==> src/iacs_pkg.sv <==
// package for the incremental converter sequencer: layout, reset values, timing
package iacs_pkg;

    // register byte offsets on the plain register port (index = byte address / 4)
    localparam logic [7:0] CTRL_OFF   = 8'h00;
    localparam logic [7:0] CFG_OFF    = 8'h04;
    localparam logic [7:0] GAIN_OFF   = 8'h08;
    localparam logic [7:0] OFFS_OFF   = 8'h0c;
    localparam logic [7:0] STAT_OFF   = 8'h10;
    localparam logic [7:0] RESULT_OFF = 8'h14;
    localparam logic [7:0] SAMPLE_OFF = 8'h18;

    // control bits (write-only pulses)
    localparam int START_BIT = 0;
    localparam int DEF_BIT   = 1;

    // configuration field positions
    localparam int FS_LSB    = 0;
    localparam int RATIO_LSB = 2;
    localparam int COUNT_LSB = 5;

    // reset and default values
    localparam logic [1:0] FS_RST    = 2'h3;
    localparam logic [2:0] RATIO_RST = 3'h2;
    localparam logic [1:0] COUNT_RST = 2'h1;
    localparam logic [6:0] GAIN_RST  = 7'h0c;
    localparam logic [6:0] OFFS_RST  = 7'h00;

    // ratio exponent base: ratio = 2^(RATIO_BASE + setting)
    localparam int RATIO_BASE = 3;

    // oscillator and sampling-rate divider timing
    localparam int CLK_MHZ = 250;
    localparam int OSC_KHZ = 4000;
    localparam int OSC_DIV = CLK_MHZ * 1000 / OSC_KHZ;
    localparam int FS_BASE_DIV = 64;

    // setup and wrap-up sampling periods around a conversion
    localparam int INIT_PERIODS = 2;
    localparam int END_PERIODS  = 2;

    // msb first, so the fields land on the *_LSB positions above
    typedef struct packed {
        logic [1:0] count_setting_field;
        logic [2:0] ratio_setting_field;
        logic [1:0] fs;
    } iacs_cfg_t;

    typedef struct packed {
        logic       neg;
        logic [5:0] mag;
    } iacs_offs_t;

    typedef enum logic [4:0] {
        ST_IDLE  = 5'b00001,
        ST_INIT  = 5'b00010,
        ST_ELEM  = 5'b00100,
        ST_QUANT = 5'b01000,
        ST_END   = 5'b10000
    } iacs_state_t;

endpackage : iacs_pkg

==> src/iacs_accum.sv <==
// averaging accumulator for the elementary conversion results
`timescale 1ns/1ps
`default_nettype none
module iacs_accum #(
    parameter int SW = 16
) (
    input  wire logic          sys_clk_in,
    input  wire logic          reset_in,
    input  wire logic          clear_in,
    input  wire logic          add_in,
    input  wire logic [SW-1:0] sample_in,
    input  wire logic [1:0]    shift_in,
    output logic [SW-1:0]      mean_out
);
    initial begin
        if (SW < 2) $error("iacs_accum: width too small");
    end

    logic [SW+2:0] sum_r;
    logic [SW+2:0] sum_nxt;
    logic [SW-1:0] mean_nxt;

    always_comb begin
        sum_nxt = sum_r;
        if (clear_in) begin
            sum_nxt = '0;
        end else if (add_in) begin
            sum_nxt = sum_r + {3'h0, sample_in};
        end
        // count is a power of two, so the mean is a shift
        mean_nxt = SW'(sum_r >> shift_in);
    end

    always_ff @(posedge sys_clk_in or posedge reset_in) begin
        if (reset_in) begin
            sum_r    <= '0;
            mean_out <= '0;
        end else begin
            sum_r    <= sum_nxt;
            mean_out <= mean_nxt;
        end
    end
endmodule // iacs_accum
`default_nettype wire

==> src/iacs_seq.sv <==
// conversion sequencer with register port, third-stage code decode and averaging
//
// Notes on behaviour
// start or defaults bit launches a conversion
// counted elementary conversions then one quantization
// each elementary lasts ratio plus one periods
// result is mean of elementary results
// offset polarity alternates between elementary conversions
// software should program count of two or more
// extra periods before and after conversion
// gain code is twelfths, seven bits unsigned
// offset code sign-magnitude, zero magnitude means zero
// rate, ratio and count set performance
// ratio is two to three plus setting
// count is two to the setting
// busy reads one while converting
// defaults restore config and restart immediately
// result and busy change after quantization
`timescale 1ns/1ps
`default_nettype none
module iacs_seq #(
    parameter int SW = 16
) (
    input  wire logic          sys_clk_in,
    input  wire logic          reset_in,
    input  wire logic [7:0]    addr_in,
    input  wire logic [31:0]   wdata_in,
    input  wire logic          wr_in,
    input  wire logic          rd_in,
    output logic [31:0]        rdata_out,
    input  wire logic [SW-1:0] sample_in,
    output logic               busy_out,
    output logic               offset_polarity_out,
    output logic               integrate_out,
    output logic               quantize_out,
    output logic               result_valid_out,
    output logic [6:0]         gain_twelfths_out,
    output logic signed [7:0]  offset_twelfths_out
);
    initial begin
        if (SW < 2 || SW > 29) $error("iacs_seq: sample width out of range");
    end

    ////////////////////////////////////////////////////////////////////////////
    // decode helpers

    function automatic logic [10:0] ratio_of(input logic [2:0] s);
        ratio_of = 11'(1) << (iacs_pkg::RATIO_BASE + int'(s));
    endfunction

    function automatic logic [3:0] count_of(input logic [1:0] s);
        count_of = 4'(1) << s;
    endfunction

    function automatic logic signed [7:0] offs_of(input iacs_pkg::iacs_offs_t o);
        // negative zero decodes to zero
        offs_of = o.neg ? -$signed({2'b00, o.mag}) : $signed({2'b00, o.mag});
    endfunction

    ////////////////////////////////////////////////////////////////////////////
    // registers

    iacs_pkg::iacs_cfg_t  cfg_r, cfg_nxt;
    logic [6:0]           gain_r, gain_nxt;
    iacs_pkg::iacs_offs_t offs_r, offs_nxt;
    logic [SW-1:0]        sample_r;
    logic [SW-1:0]        sample_sync_r;
    logic [SW-1:0]        result_r, result_nxt;
    logic [31:0]          rdata_nxt;
    logic                 start_req;
    logic                 def_req;
    logic                 launch;

    assign start_req = wr_in && addr_in == iacs_pkg::CTRL_OFF
                       && wdata_in[iacs_pkg::START_BIT];
    assign def_req   = wr_in && addr_in == iacs_pkg::CTRL_OFF
                       && wdata_in[iacs_pkg::DEF_BIT];
    assign launch    = start_req || def_req;

    always_comb begin
        cfg_nxt  = cfg_r;
        gain_nxt = gain_r;
        offs_nxt = offs_r;
        if (def_req) begin
            cfg_nxt  = '{fs: iacs_pkg::FS_RST, ratio_setting_field: iacs_pkg::RATIO_RST,
                         count_setting_field: iacs_pkg::COUNT_RST};
            gain_nxt = iacs_pkg::GAIN_RST;
            offs_nxt = iacs_pkg::OFFS_RST;
        end else if (wr_in) begin
            unique case (addr_in)
                iacs_pkg::CFG_OFF:  cfg_nxt  = wdata_in[6:0];
                iacs_pkg::GAIN_OFF: gain_nxt = wdata_in[6:0];
                iacs_pkg::OFFS_OFF: offs_nxt = wdata_in[6:0];
                default: ;
            endcase
        end
    end

    ////////////////////////////////////////////////////////////////////////////
    // sequencer

    iacs_pkg::iacs_state_t st_r, st_nxt;
    logic [10:0] per_r, per_nxt;
    logic [3:0]  elem_r, elem_nxt;
    logic        pol_r, pol_nxt;
    logic        tick;
    logic        acc_clear;
    logic        acc_add;
    logic [SW-1:0] mean;

    iacs_tick u_tick (
        .sys_clk_in (sys_clk_in),
        .reset_in   (reset_in),
        .restart_in (launch),
        .fs_in      (cfg_r.fs),
        .tick_out   (tick)
    );

    iacs_accum #(.SW(SW)) u_accum (
        .sys_clk_in (sys_clk_in),
        .reset_in   (reset_in),
        .clear_in   (acc_clear),
        .add_in     (acc_add),
        .sample_in  (sample_sync_r),
        .shift_in   (cfg_r.count_setting_field),
        .mean_out   (mean)
    );

    always_comb begin
        st_nxt     = st_r;
        per_nxt    = per_r;
        elem_nxt   = elem_r;
        pol_nxt    = pol_r;
        acc_clear  = 1'b0;
        acc_add    = 1'b0;
        result_nxt = result_r;
        if (launch) begin
            st_nxt    = iacs_pkg::ST_INIT;
            per_nxt   = '0;
            elem_nxt  = '0;
            pol_nxt   = 1'b0;
            acc_clear = 1'b1;
        end else if (tick) begin
            unique case (st_r)
                iacs_pkg::ST_IDLE: ;
                iacs_pkg::ST_INIT: begin
                    per_nxt = per_r + 1'b1;
                    if (per_r == 11'(iacs_pkg::INIT_PERIODS - 1)) begin
                        st_nxt  = iacs_pkg::ST_ELEM;
                        per_nxt = '0;
                    end
                end
                iacs_pkg::ST_ELEM: begin
                    per_nxt = per_r + 1'b1;
                    if (per_r == ratio_of(cfg_r.ratio_setting_field)) begin
                        per_nxt  = '0;
                        acc_add  = 1'b1;
                        pol_nxt  = ~pol_r;
                        elem_nxt = elem_r + 1'b1;
                        if (elem_r == count_of(cfg_r.count_setting_field) - 4'h1) begin
                            st_nxt = iacs_pkg::ST_QUANT;
                        end
                    end
                end
                iacs_pkg::ST_QUANT: begin
                    st_nxt = iacs_pkg::ST_END;
                end
                iacs_pkg::ST_END: begin
                    per_nxt = per_r + 1'b1;
                    if (per_r == 11'(iacs_pkg::END_PERIODS - 1)) begin
                        st_nxt     = iacs_pkg::ST_IDLE;
                        per_nxt    = '0;
                        result_nxt = mean;
                    end
                end
                default: st_nxt = iacs_pkg::ST_IDLE;
            endcase
        end
    end

    ////////////////////////////////////////////////////////////////////////////
    // read path

    always_comb begin
        rdata_nxt = '0;
        if (rd_in) begin
            unique case (addr_in)
                iacs_pkg::CFG_OFF:    rdata_nxt = {25'h0, cfg_r};
                iacs_pkg::GAIN_OFF:   rdata_nxt = {25'h0, gain_r};
                iacs_pkg::OFFS_OFF:   rdata_nxt = {25'h0, offs_r};
                iacs_pkg::STAT_OFF:   rdata_nxt = {27'h0, st_r != iacs_pkg::ST_IDLE,
                                                   elem_r};
                iacs_pkg::RESULT_OFF: rdata_nxt = 32'(result_r);
                default:              rdata_nxt = '0;
            endcase
        end
    end

    always_ff @(posedge sys_clk_in or posedge reset_in) begin
        if (reset_in) begin
            cfg_r      <= '{fs: iacs_pkg::FS_RST, ratio_setting_field: iacs_pkg::RATIO_RST,
                            count_setting_field: iacs_pkg::COUNT_RST};
            gain_r     <= iacs_pkg::GAIN_RST;
            offs_r     <= iacs_pkg::OFFS_RST;
            st_r       <= iacs_pkg::ST_IDLE;
            per_r      <= '0;
            elem_r     <= '0;
            pol_r      <= 1'b0;
            result_r   <= '0;
            rdata_out  <= '0;
            sample_r   <= '0;
            sample_sync_r <= '0;
            busy_out   <= 1'b0;
            offset_polarity_out <= 1'b0;
            integrate_out       <= 1'b0;
            quantize_out        <= 1'b0;
            result_valid_out    <= 1'b0;
            gain_twelfths_out   <= '0;
            offset_twelfths_out <= '0;
        end else begin
            cfg_r      <= cfg_nxt;
            gain_r     <= gain_nxt;
            offs_r     <= offs_nxt;
            st_r       <= st_nxt;
            per_r      <= per_nxt;
            elem_r     <= elem_nxt;
            pol_r      <= pol_nxt;
            result_r   <= result_nxt;
            rdata_out  <= rdata_nxt;
            // analog side sample comes from outside this domain
            sample_r      <= sample_in;
            sample_sync_r <= sample_r;
            busy_out   <= st_nxt != iacs_pkg::ST_IDLE;
            offset_polarity_out <= pol_nxt;
            integrate_out       <= st_nxt == iacs_pkg::ST_ELEM;
            quantize_out        <= st_nxt == iacs_pkg::ST_QUANT;
            result_valid_out    <= result_nxt != result_r
                                   || (tick && st_r == iacs_pkg::ST_END
                                       && st_nxt == iacs_pkg::ST_IDLE);
            gain_twelfths_out   <= gain_nxt;
            offset_twelfths_out <= offs_of(offs_nxt);
        end
    end
endmodule // iacs_seq
`default_nettype wire

==> src/iacs_tick.sv <==
// oversampling tick generator derived from the internal oscillator rate
`timescale 1ns/1ps
`default_nettype none
module iacs_tick #(
    parameter int OSC_DIV     = iacs_pkg::OSC_DIV,
    parameter int FS_BASE_DIV = iacs_pkg::FS_BASE_DIV
) (
    input  wire logic       sys_clk_in,
    input  wire logic       reset_in,
    input  wire logic       restart_in,
    input  wire logic [1:0] fs_in,
    output logic            tick_out
);
    localparam int MAXDIV = OSC_DIV * FS_BASE_DIV;
    localparam int CW     = $clog2(MAXDIV + 1);

    initial begin
        if (OSC_DIV < 1 || FS_BASE_DIV < 8) $error("iacs_tick: bad divider");
    end

    logic [CW-1:0] cnt_r;
    logic [CW-1:0] cnt_nxt;
    logic [CW-1:0] top;
    logic          tick_nxt;

    always_comb begin
        // fs setting 3 is the fastest rate, each step down halves it
        top      = CW'((MAXDIV >> fs_in) - 1);
        tick_nxt = 1'b0;
        cnt_nxt  = cnt_r + 1'b1;
        if (restart_in) begin
            cnt_nxt = '0;
        end else if (cnt_r >= top) begin
            cnt_nxt  = '0;
            tick_nxt = 1'b1;
        end
    end

    always_ff @(posedge sys_clk_in or posedge reset_in) begin
        if (reset_in) begin
            cnt_r    <= '0;
            tick_out <= 1'b0;
        end else begin
            cnt_r    <= cnt_nxt;
            tick_out <= tick_nxt;
        end
    end
endmodule // iacs_tick
`default_nettype wire
==> config.mk <==
export PLATFORM = sky130hd
export DESIGN_NAME = iacs_seq
export DESIGN_NICKNAME = d
export VERILOG_FILES = /design/src/iacs_pkg.sv /design/src/iacs_accum.sv /design/src/iacs_seq.sv /design/src/iacs_tick.sv
export SDC_FILE = /design/constraint.sdc
export NUM_CORES = 1
export LEC_CHECK = 0
export BUFFER_PORTS_ARGS = -buffer_cell sky130_fd_sc_hd__buf_4
export CAP_MARGIN = 20
export CORE_MARGIN = 2
export CORE_UTILIZATION = 40
export CTS_BUF_LIST = sky130_fd_sc_hd__clkbuf_4 sky130_fd_sc_hd__clkbuf_8
export CTS_CLUSTER_DIAMETER = 100
export DETAILED_ROUTE_END_ITERATION = 8
export GPL_TIMING_DRIVEN = 0
export SYNTH_ARGS = -nofsm -noshare
export SYNTH_HDL_FRONTEND = slang
export SYNTH_SLANG_ARGS = --single-unit
==> constraint.sdc <==
create_clock -name sys_clk_in -period 7.48 [get_ports sys_clk_in]
set_input_delay 0 -clock sys_clk_in [delete_from_list [all_inputs] [get_ports sys_clk_in]]
set_output_delay 0 -clock sys_clk_in [all_outputs]
set_load 0.005 [all_outputs]
==> metrics, run 1 <==
Area Growth Syn to Fin 19.8%; vias per cell 5.12; clock latency on the worst-skew pair 450 ps; Most used DFF post-synth dfrtp_1; Fin. Hold Viols 0; first-pass GRT wire length 29.2 mm; yosys warns 0; maximum clock path buffer count 2; hpwl dp 12.6 mm; GRT Overall Usage 16.9%; crit-path max FO 4; Req. time, crit path 7860 ps; Hold Path Depth 5; Max-slew headroom 38.6%; async set or reset register ratio after synthesis 100%; Inserted Diodes 0; Worst Hold Class in -> reg; post-CTS setup buffers 0; initial antenna violation count 0; RSZ-0062 raised after global routing false; #FFs+latches synth 167; final setup fails 0; # nets final 968; post-route minimum period 2990 ps; Lkg Pwr 0.00446 uW; Synth Area per Inst 11.1 um^2; Max Clock Freq 334 MHz; register area 4190 um^2; Post-synth EDFFs 0; DIE WIDTH 148 um; Worst EP arrival 3370 ps; largest net degree at the start of global routing 119; I/O pin count 112; Reg clk slew, reported paths 90 ps; core area 20200 um^2; row count 52; CTS tree yes; Die Y 148 um; Iter 0 DRT Violations 356; Critical Path Start Type flop; CP Capture Type flop; H-tree depth 4; Vias 5948; CTS root buffer clkbuf_8; final wirelength 17.5 mm; area of the die 21800 um^2; CTS buffer count 17; Power Total 1930 uW; max-slew violations 0; vias in the first global route 5683; Post-DRT Antenna Nets 0; status completed; 1st-pass router iterations 4; setup TNS 0 ps; Final period util 40.0%; total gr overflow 0; register area share after synthesis 50.7%; port buffer count 70; Crit Path Category reg -> reg; layout cell share with drive strength beyond 1 19.3%; Mapped Area 8260 um^2; Slew @ Worst Pin 910 ps; Layout Skew 11.1 ps; clk sinks 167; Cell variety after synth 76; Post-Synthesis Cells 747; starting density of the core 40.8%; Max Cap Viol 0; DR DRC count 0; Fill cells 1827; PwrDens 195 nW/um^2; FF-to-FF path depth 9; area of the multi-input gates 3730 um^2; GPL Wtd Cong 0.873; WL/cell 15.1 um; Max VDD drop 108 uV
[worst paths after layout]
check | from | endpoint | slack, ps
worst max-delay path | u_accum.sum_r[0] | u_accum.sum_r[18] | 4490
worst min-delay path | addr_in[1] | u_accum.sum_r[12] | 40
worst max register to register | u_accum.sum_r[0] | u_accum.sum_r[18] | 4490
worst min register to register | sample_r[2] | sample_sync_r[2] | 350
max in group asynchronous | reset_in | per_r[0] | 6520
min in group asynchronous | reset_in | rdata_out[7] | 80
[cell usage after synthesis (16+ instances only)]
library cell  count  area share (%)
ha_1             28             4.2
nand2_1          45             2.0
and3_1           22             1.7
mux2i_1          35             4.2
a21oi_1          33             2.0
nor2_1           79             3.6
nand3_1          18             1.1
clkbuf_1         17            0.77
xor2_1           16             1.7
xnor2_1          16             1.7
mux4_2           16             4.4
inv_1            24             1.1
buf_4            23             2.1
mux2_1           17             2.3
dfrtp_1         160              48
[power by group]
part	switching, uW	total [uW]	internal, uW
clock	330	656	327
sequential	45.2	1000	958
combinational	135	267	132
[registers in the layout (all words and copies together), names as in the netlist, 11 cells and up]
| name | cells |
|---|---|
| u_accum.sum_r | 19 |
| u_accum.mean_out | 16 |
| rdata_out | 16 |
| sample_r | 16 |
| sample_sync_r | 16 |
| u_tick.cnt_r | 12 |
| per_r | 11 |
| result_r | 16 |
[final cells by class]
| type | instances | share of cell area (%) |
|---|---|---|
| flip-flops and latches | 167 | 42.3 |
| multi-input cells | 519 | 37.7 |
| repair buffers | 98 | 8.32 |
| well taps | 270 | 3.42 |
| plain buffers | 51 | 3.06 |
| clock buffers | 22 | 2.87 |
| clock inverters | 10 | 1.24 |
| inverters | 25 | 1.02 |
[routing by layer]
| metal | vias up | track usage [%] | part of all wire, % |
|---|---|---|---|
| met4 | 0 | 5.34 | 0.93 |
| met1 | 2900 | 24.2 | 49 |
| met2 | 126 | 26.0 | 46 |
| li1 | 2905 | - | - |
| met3 | 17 | 3.24 | 3.9 |
| met5 | - | 0 | 0 |
[timing repair]
action,CTS,global route
resized for setup,0,0
hold endpoints to repair,103,0
hold buffers,27,0
[kinds of logic after synthesis]
group,Yosys count,share of synthesized area [%]
buffers and inverters,76,4.80
XOR/XNOR,32,3.39
flip-flops,167,50.7
other,1,0.0454
multiplexers,70,11.2
adder cells (fa/ha/maj),29,4.48
AO/OA/AOI/OAI,128,10.2
AND/OR/NAND/NOR,244,15.2
[cells in the final DEF (no fill, tap or decap), types with 6 or more instances in the layout]
cell type,netlist,routed
dfrtp_1,160,160
buf_4,23,93
nor2_1,79,79
nand2_1,45,45
mux2i_1,35,35
a21oi_1,33,33
ha_1,28,28
dlygate4sd3_1,0,27
inv_1,24,23
and3_1,22,22
clkbuf_8,0,19
nand3_1,18,18
clkbuf_1,17,17
mux2_1,17,17
mux4_2,16,16
xor2_1,16,16
xnor2_1,16,16
conb_1,1,16
o21ai_0,15,15
o21ai_1,15,15
nand4_1,13,13
a31oi_1,12,12
nor3_1,11,11
nor2b_1,8,8
a221oi_1,8,8
nand2b_1,7,7
dfstp_2,7,7
and2_1,6,6
[critical path, stage by stage (launching register included)]
cell       delay (ps)
dfrtp_1           430
ha_1              230
fa_1              400
a21o_1            190
a221oi_1          460
o31ai_1           270
a2111oi_0         440
nor3_1            180
nand4_1           140
mux2i_1           180
[through the flow]
| step | std cells | instance area, um^2 | hold WS, ps | utilization, % | setup WS, ps |
|---|---|---|---|---|---|
| floorplan | 762 | 8320 | 31.4 | - | 2970 |
| global placement | 1102 | 9180 | 110 | 45.4 | 1040 |
| detailed placement | 1103 | 9220 | 23.9 | 45.5 | 4500 |
| CTS | 1162 | 9890 | 17.1 | 48.9 | 4490 |
| global route | 1162 | 9890 | 62.6 | 48.9 | 4280 |
| finish | 1162 | 9890 | 43.8 | 48.9 | 4490 |
(Power assumes the default switching activity.)
==> run 2, diff against run 1 <==
==> constraint.sdc (replaced) <==
create_clock -name sys_clk_in -period 2.9 [get_ports sys_clk_in]
set_input_delay 0 -clock sys_clk_in [delete_from_list [all_inputs] [get_ports sys_clk_in]]
set_output_delay 0 -clock sys_clk_in [all_outputs]
set_load 0.005 [all_outputs]
==> metrics, run 2 (synthesis results as in run 1) <==
status completed; vias per cell 5.15; CTS buffer count 17; worst reg2reg path startpoint u_accum.sum_r[4]; starting density of the core 40.8%; port buffer count 70; critical path, cell by cell ha_1, and3_1, a221oi_4, o31ai_2, a2111oi_2, nor3_1, a21oi_1, a31o_1; final setup fails 0; GRT Overall Usage 17.0%; 1st-pass router iterations 5; Critical Path Start Type flop; maximum clock path buffer count 2; total gr overflow 0; Layout Skew 9.74 ps; max-slew violations 0; Max Cap Viol 0; crit-path max FO 6; slowest stage cell, crit path o31ai_2; WL/cell 15.2 um; # nets final 972; Max VDD drop 289 uV; Max Clock Freq 370 MHz; GPL Wtd Cong 0.863; Crit path max-delay family compound AO/OA/AOI/OAI gates; most frequent cells in the layout dfrtp_1, buf_4, nor2_1, nand2_1, mux2i_1; CP Depth 8; post-route minimum period 2700 ps; I/O pin count 112; R2R setup slack 200 ps; DIE WIDTH 148 um; CTS tree yes; Setup crit end u_accum.sum_r[16]; Worst Hold Class in -> reg; Area Growth Syn to Fin 21.3%; area of the die 21800 um^2; Inserted Diodes 0; vias in the first global route 5749; Place WS -64.7 ps; Worst EP arrival 3050 ps; crit path launch u_accum.sum_r[4]; CP Capture Type flop; worst setup margin 197 ps; Largest Register u_accum.sum_r; clock latency on the worst-skew pair 460 ps; Vias 6006; Final period util 93.2%; Die Y 148 um; Max-slew headroom 47.2%; Post-Layout Cell Count 1166; Power Total 5110 uW; crit-path max cell delay 480 ps; initial antenna violation count 0; row count 52; Post-DRT Antenna Nets 0; core area 20200 um^2; Fin. Hold Viols 0; WP buf/inv 0; Lkg Pwr 0.00451 uW; DR DRC count 0; Iter 0 DRT Violations 357; PwrDens 510 nW/um^2; FF-to-FF End u_accum.sum_r[16]; largest net degree at the start of global routing 41; Req. time, crit path 3250 ps; max FFs per register 19; hpwl dp 12.9 mm; CTS root buffer clkbuf_8; first-pass GRT wire length 29.6 mm; Crit Path Category reg -> reg; commonest non-fill, non-tap cell in the layout dfrtp_1; H-tree depth 4; FF-to-FF path depth 8; Placed Cells 1106; Slew @ Worst Pin 785 ps; clk sinks 167; final wirelength 17.7 mm; layout cell share with drive strength beyond 1 20.3%; Reg clk slew, reported paths 90 ps
-- run 2: cell types whose count changed in the layout (fill, tap and decap cells not counted), moves of 2 or more --
cell      before  now
clkinv_4       4    0
clkbuf_4       3    1
inv_6          0    4
buf_12         0    4
buf_4         93   95
-- run 2: final cells by class --
type	instances	area, um^2
fillers	1862	10200
flip-flops and latches	167	4190
multi-input cells	519	3780
repair buffers	102	881
well taps	270	338
plain buffers	51	303
clock buffers	20	269
clock inverters	12	164
inverters	25	97.6
-- run 2: how the worst min path moves through the flow --
| stage | start | endpoint | slack (ps) | cells past startpoint |
|---|---|---|---|---|
| after global placement | sample_in[2] | sample_r[2] | 110 | 1 |
| final | addr_in[1] | gain_r[2] | 40 | 4 |
| after global routing | addr_in[1] | gain_r[2] | 60 | 4 |
| after floorplan | sample_in[0] | sample_r[0] | 30 | 0 |
| after CTS | addr_in[1] | gain_r[2] | 10 | 4 |
| after detailed placement | reset_in | rdata_out[11] | 30 | 2 |
-- run 2: through the flow --
step / util [%] / hold slack (ps) / area, um^2 / TNS [ps]
6_report: 49.5 / 35.3 / 10000 / 0
5_1_grt: 49.5 / 57.4 / 10000 / -4.84
4_1_cts: 49.3 / 13.5 / 9970 / 0
2_1_floorplan: - / 31.4 / 8320 / 0
3_5_place_dp: 45.8 / 34.5 / 9260 / -562
3_3_place_gp: 45.4 / 110 / 9180 / -44950
-- run 2: repair_timing --
action	CTS	global route
endpoints found under the setup margin	12	19
endpoints found under the hold margin	138	0
resized for setup	2	6
hold buffers	26	0
pin swaps	0	1
buffers inserted	0	2
-- run 2: layer usage --
metal / global-route usage (%) / share of wire [%]
met5: 0 / 0
met4: 5.63 / 1.4
met3: 3.09 / 4.2
met2: 26.1 / 46
met1: 24.6 / 49
-- run 2: tightest hold or removal path, cell delays in order --
cell     delay, ps
buf_4          100
nor4_2          80
nand3_2        200
nand2_1        110
-- run 2: power breakdown --
part           internal (uW)  switching [uW]  total [uW]  leakage (uW)
clock                    922             885        1810      0.000212
combinational            350             359         709       0.00223
sequential              2470             119        2590       0.00206
total                   3740            1360        5110       0.00451
==> run 3, diff against run 2 <==
--- a/config.mk
+++ b/config.mk
@@ -8,11 +8,12 @@
 export BUFFER_PORTS_ARGS = -buffer_cell sky130_fd_sc_hd__buf_4
 export CAP_MARGIN = 20
 export CORE_MARGIN = 2
-export CORE_UTILIZATION = 40
+export CORE_UTILIZATION = 35
 export CTS_BUF_LIST = sky130_fd_sc_hd__clkbuf_4 sky130_fd_sc_hd__clkbuf_8
 export CTS_CLUSTER_DIAMETER = 100
 export DETAILED_ROUTE_END_ITERATION = 8
 export GPL_TIMING_DRIVEN = 0
+export SLEW_MARGIN = 20
 export SYNTH_ARGS = -nofsm -noshare
 export SYNTH_HDL_FRONTEND = slang
 export SYNTH_SLANG_ARGS = --single-unit
==> metrics, run 3 (synthesis results as in run 1) <==
status completed; Fin. Hold Viols 0; Vias 5923; Crit Path Category reg -> reg; clock latency on the worst-skew pair 450 ps; post-route cell area 10000 um^2; first-pass GRT wire length 30.4 mm; hpwl dp 13.3 mm; worst hold slack 31.2 ps; CP Capture Type flop; WL/cell 14.9 um; core area 23300 um^2; clk sinks 167; Max Clock Freq 366 MHz; final wirelength 18.1 mm; DR DRC count 0; final setup fails 0; row count 56; # nets final 972; maximum clock path buffer count 2; starting density of the core 35.4%; area of the die 24800 um^2; max FFs per register 19; Lkg Pwr 0.00448 uW; Critical Path Start Type flop; Layout Utilization 42.9%; port buffer count 70; largest net degree at the start of global routing 35; DP Area 9350 um^2; CTS tree yes; post-route minimum period 2740 ps; Max-slew headroom 52.1%; Worst Hold Class in -> reg; CTS buffer count 17; Largest Register u_accum.sum_r; vias in the first global route 5946; Inserted Diodes 0; Post-DRT Antenna Nets 0; total gr overflow 0; most frequent cells in the layout dfrtp_1, buf_4, nor2_1, nand2_1, mux2i_1; DIE WIDTH 158 um; H-tree depth 4; CTS root buffer clkbuf_8; 1st-pass router iterations 5; crit-path max FO 4; commonest non-fill, non-tap cell in the layout dfrtp_1; Max VDD drop 287 uV; Slew @ Worst Pin 718 ps; Final period util 94.3%; Worst EP arrival 3100 ps; I/O pin count 112; Area Growth Syn to Fin 21.2%; Iter 0 DRT Violations 308; max-slew violations 0; Max Cap Viol 0; GPL Wtd Cong 0.826; Die Y 158 um; PwrDens 480 nW/um^2; Reg clk slew, reported paths 90 ps; Req. time, crit path 3270 ps; Power Total 4800 uW; GRT Overall Usage 15.4%; vias per cell 4.87; layout cell share with drive strength beyond 1 20.3%; initial antenna violation count 0; Layout Skew 12.7 ps
run 3: timing repair:
item | in CTS | in global routing
resized for setup | 2 | 7
endpoints found under the setup margin | 12 | 26
pin swaps | 0 | 1
setup buffers | 0 | 2
hold endpoints to repair | 154 | 0
hold buffers | 25 | 0
run 3: through the flow:
stage                     setup TNS (ps)  setup slack [ps]  instances
after CTS                              0              66.7       1213
after global routing               -3.64             -3.64       1215
final                                  0               165       1215
after floorplan                        0               311        762
after detailed placement            -453             -61.6       1156
after global placement            -46560              -297       1151
run 3: where the power goes:
group	leakage, uW	switching [uW]	internal, uW	total [uW]
logic	0.00224	360	352	712
clock network	0.000177	866	632	1500
registers	0.00206	120	2470	2590
run 3: critical path: stages (launching register included):
cell and delay [ps]:
dfrtp_1 420, ha_1 220, fa_1 410, a21o_1 210, a221oi_4 320, o31ai_2 180
a2111oi_1 390, nor3_1 170, nand4_1 140, mux2i_1 200
run 3: path summary, 6_finish.rpt:
kind | from | cells after the start | to | slack (ps)
worst max-delay path | u_accum.sum_r[0] | 9 | u_accum.sum_r[18] | 160
worst min-delay path | wr_in | 3 | cfg_r[5] | 30
worst max register to register | u_accum.sum_r[0] | 9 | u_accum.sum_r[18] | 160
worst min register to register | sample_r[7] | 0 | sample_sync_r[7] | 350
max in group asynchronous | reset_in | 5 | gain_r[3] | 2040
min in group asynchronous | reset_in | 3 | rdata_out[13] | 80
run 3: layer usage:
metal,track usage [%],up-vias,part of all wire [%],wire length (um)
met3,2.46,11,3.6,648
met1,21.2,2901,47,8420
met2,25.3,112,49,8820
li1,-,2899,-,-
met4,4.50,0,0.89,161
met5,0,-,0,0
run 3: cell type report:
| class | instances | area (um^2) |
|---|---|---|
| clock inverters | 13 | 95.1 |
| inverters | 25 | 97.6 |
| fillers | 2236 | 13300 |
| multi-input cells | 519 | 3780 |
| plain buffers | 51 | 305 |
| clock buffers | 19 | 255 |
| flip-flops and latches | 167 | 4190 |
| repair buffers | 102 | 891 |
| well taps | 319 | 399 |
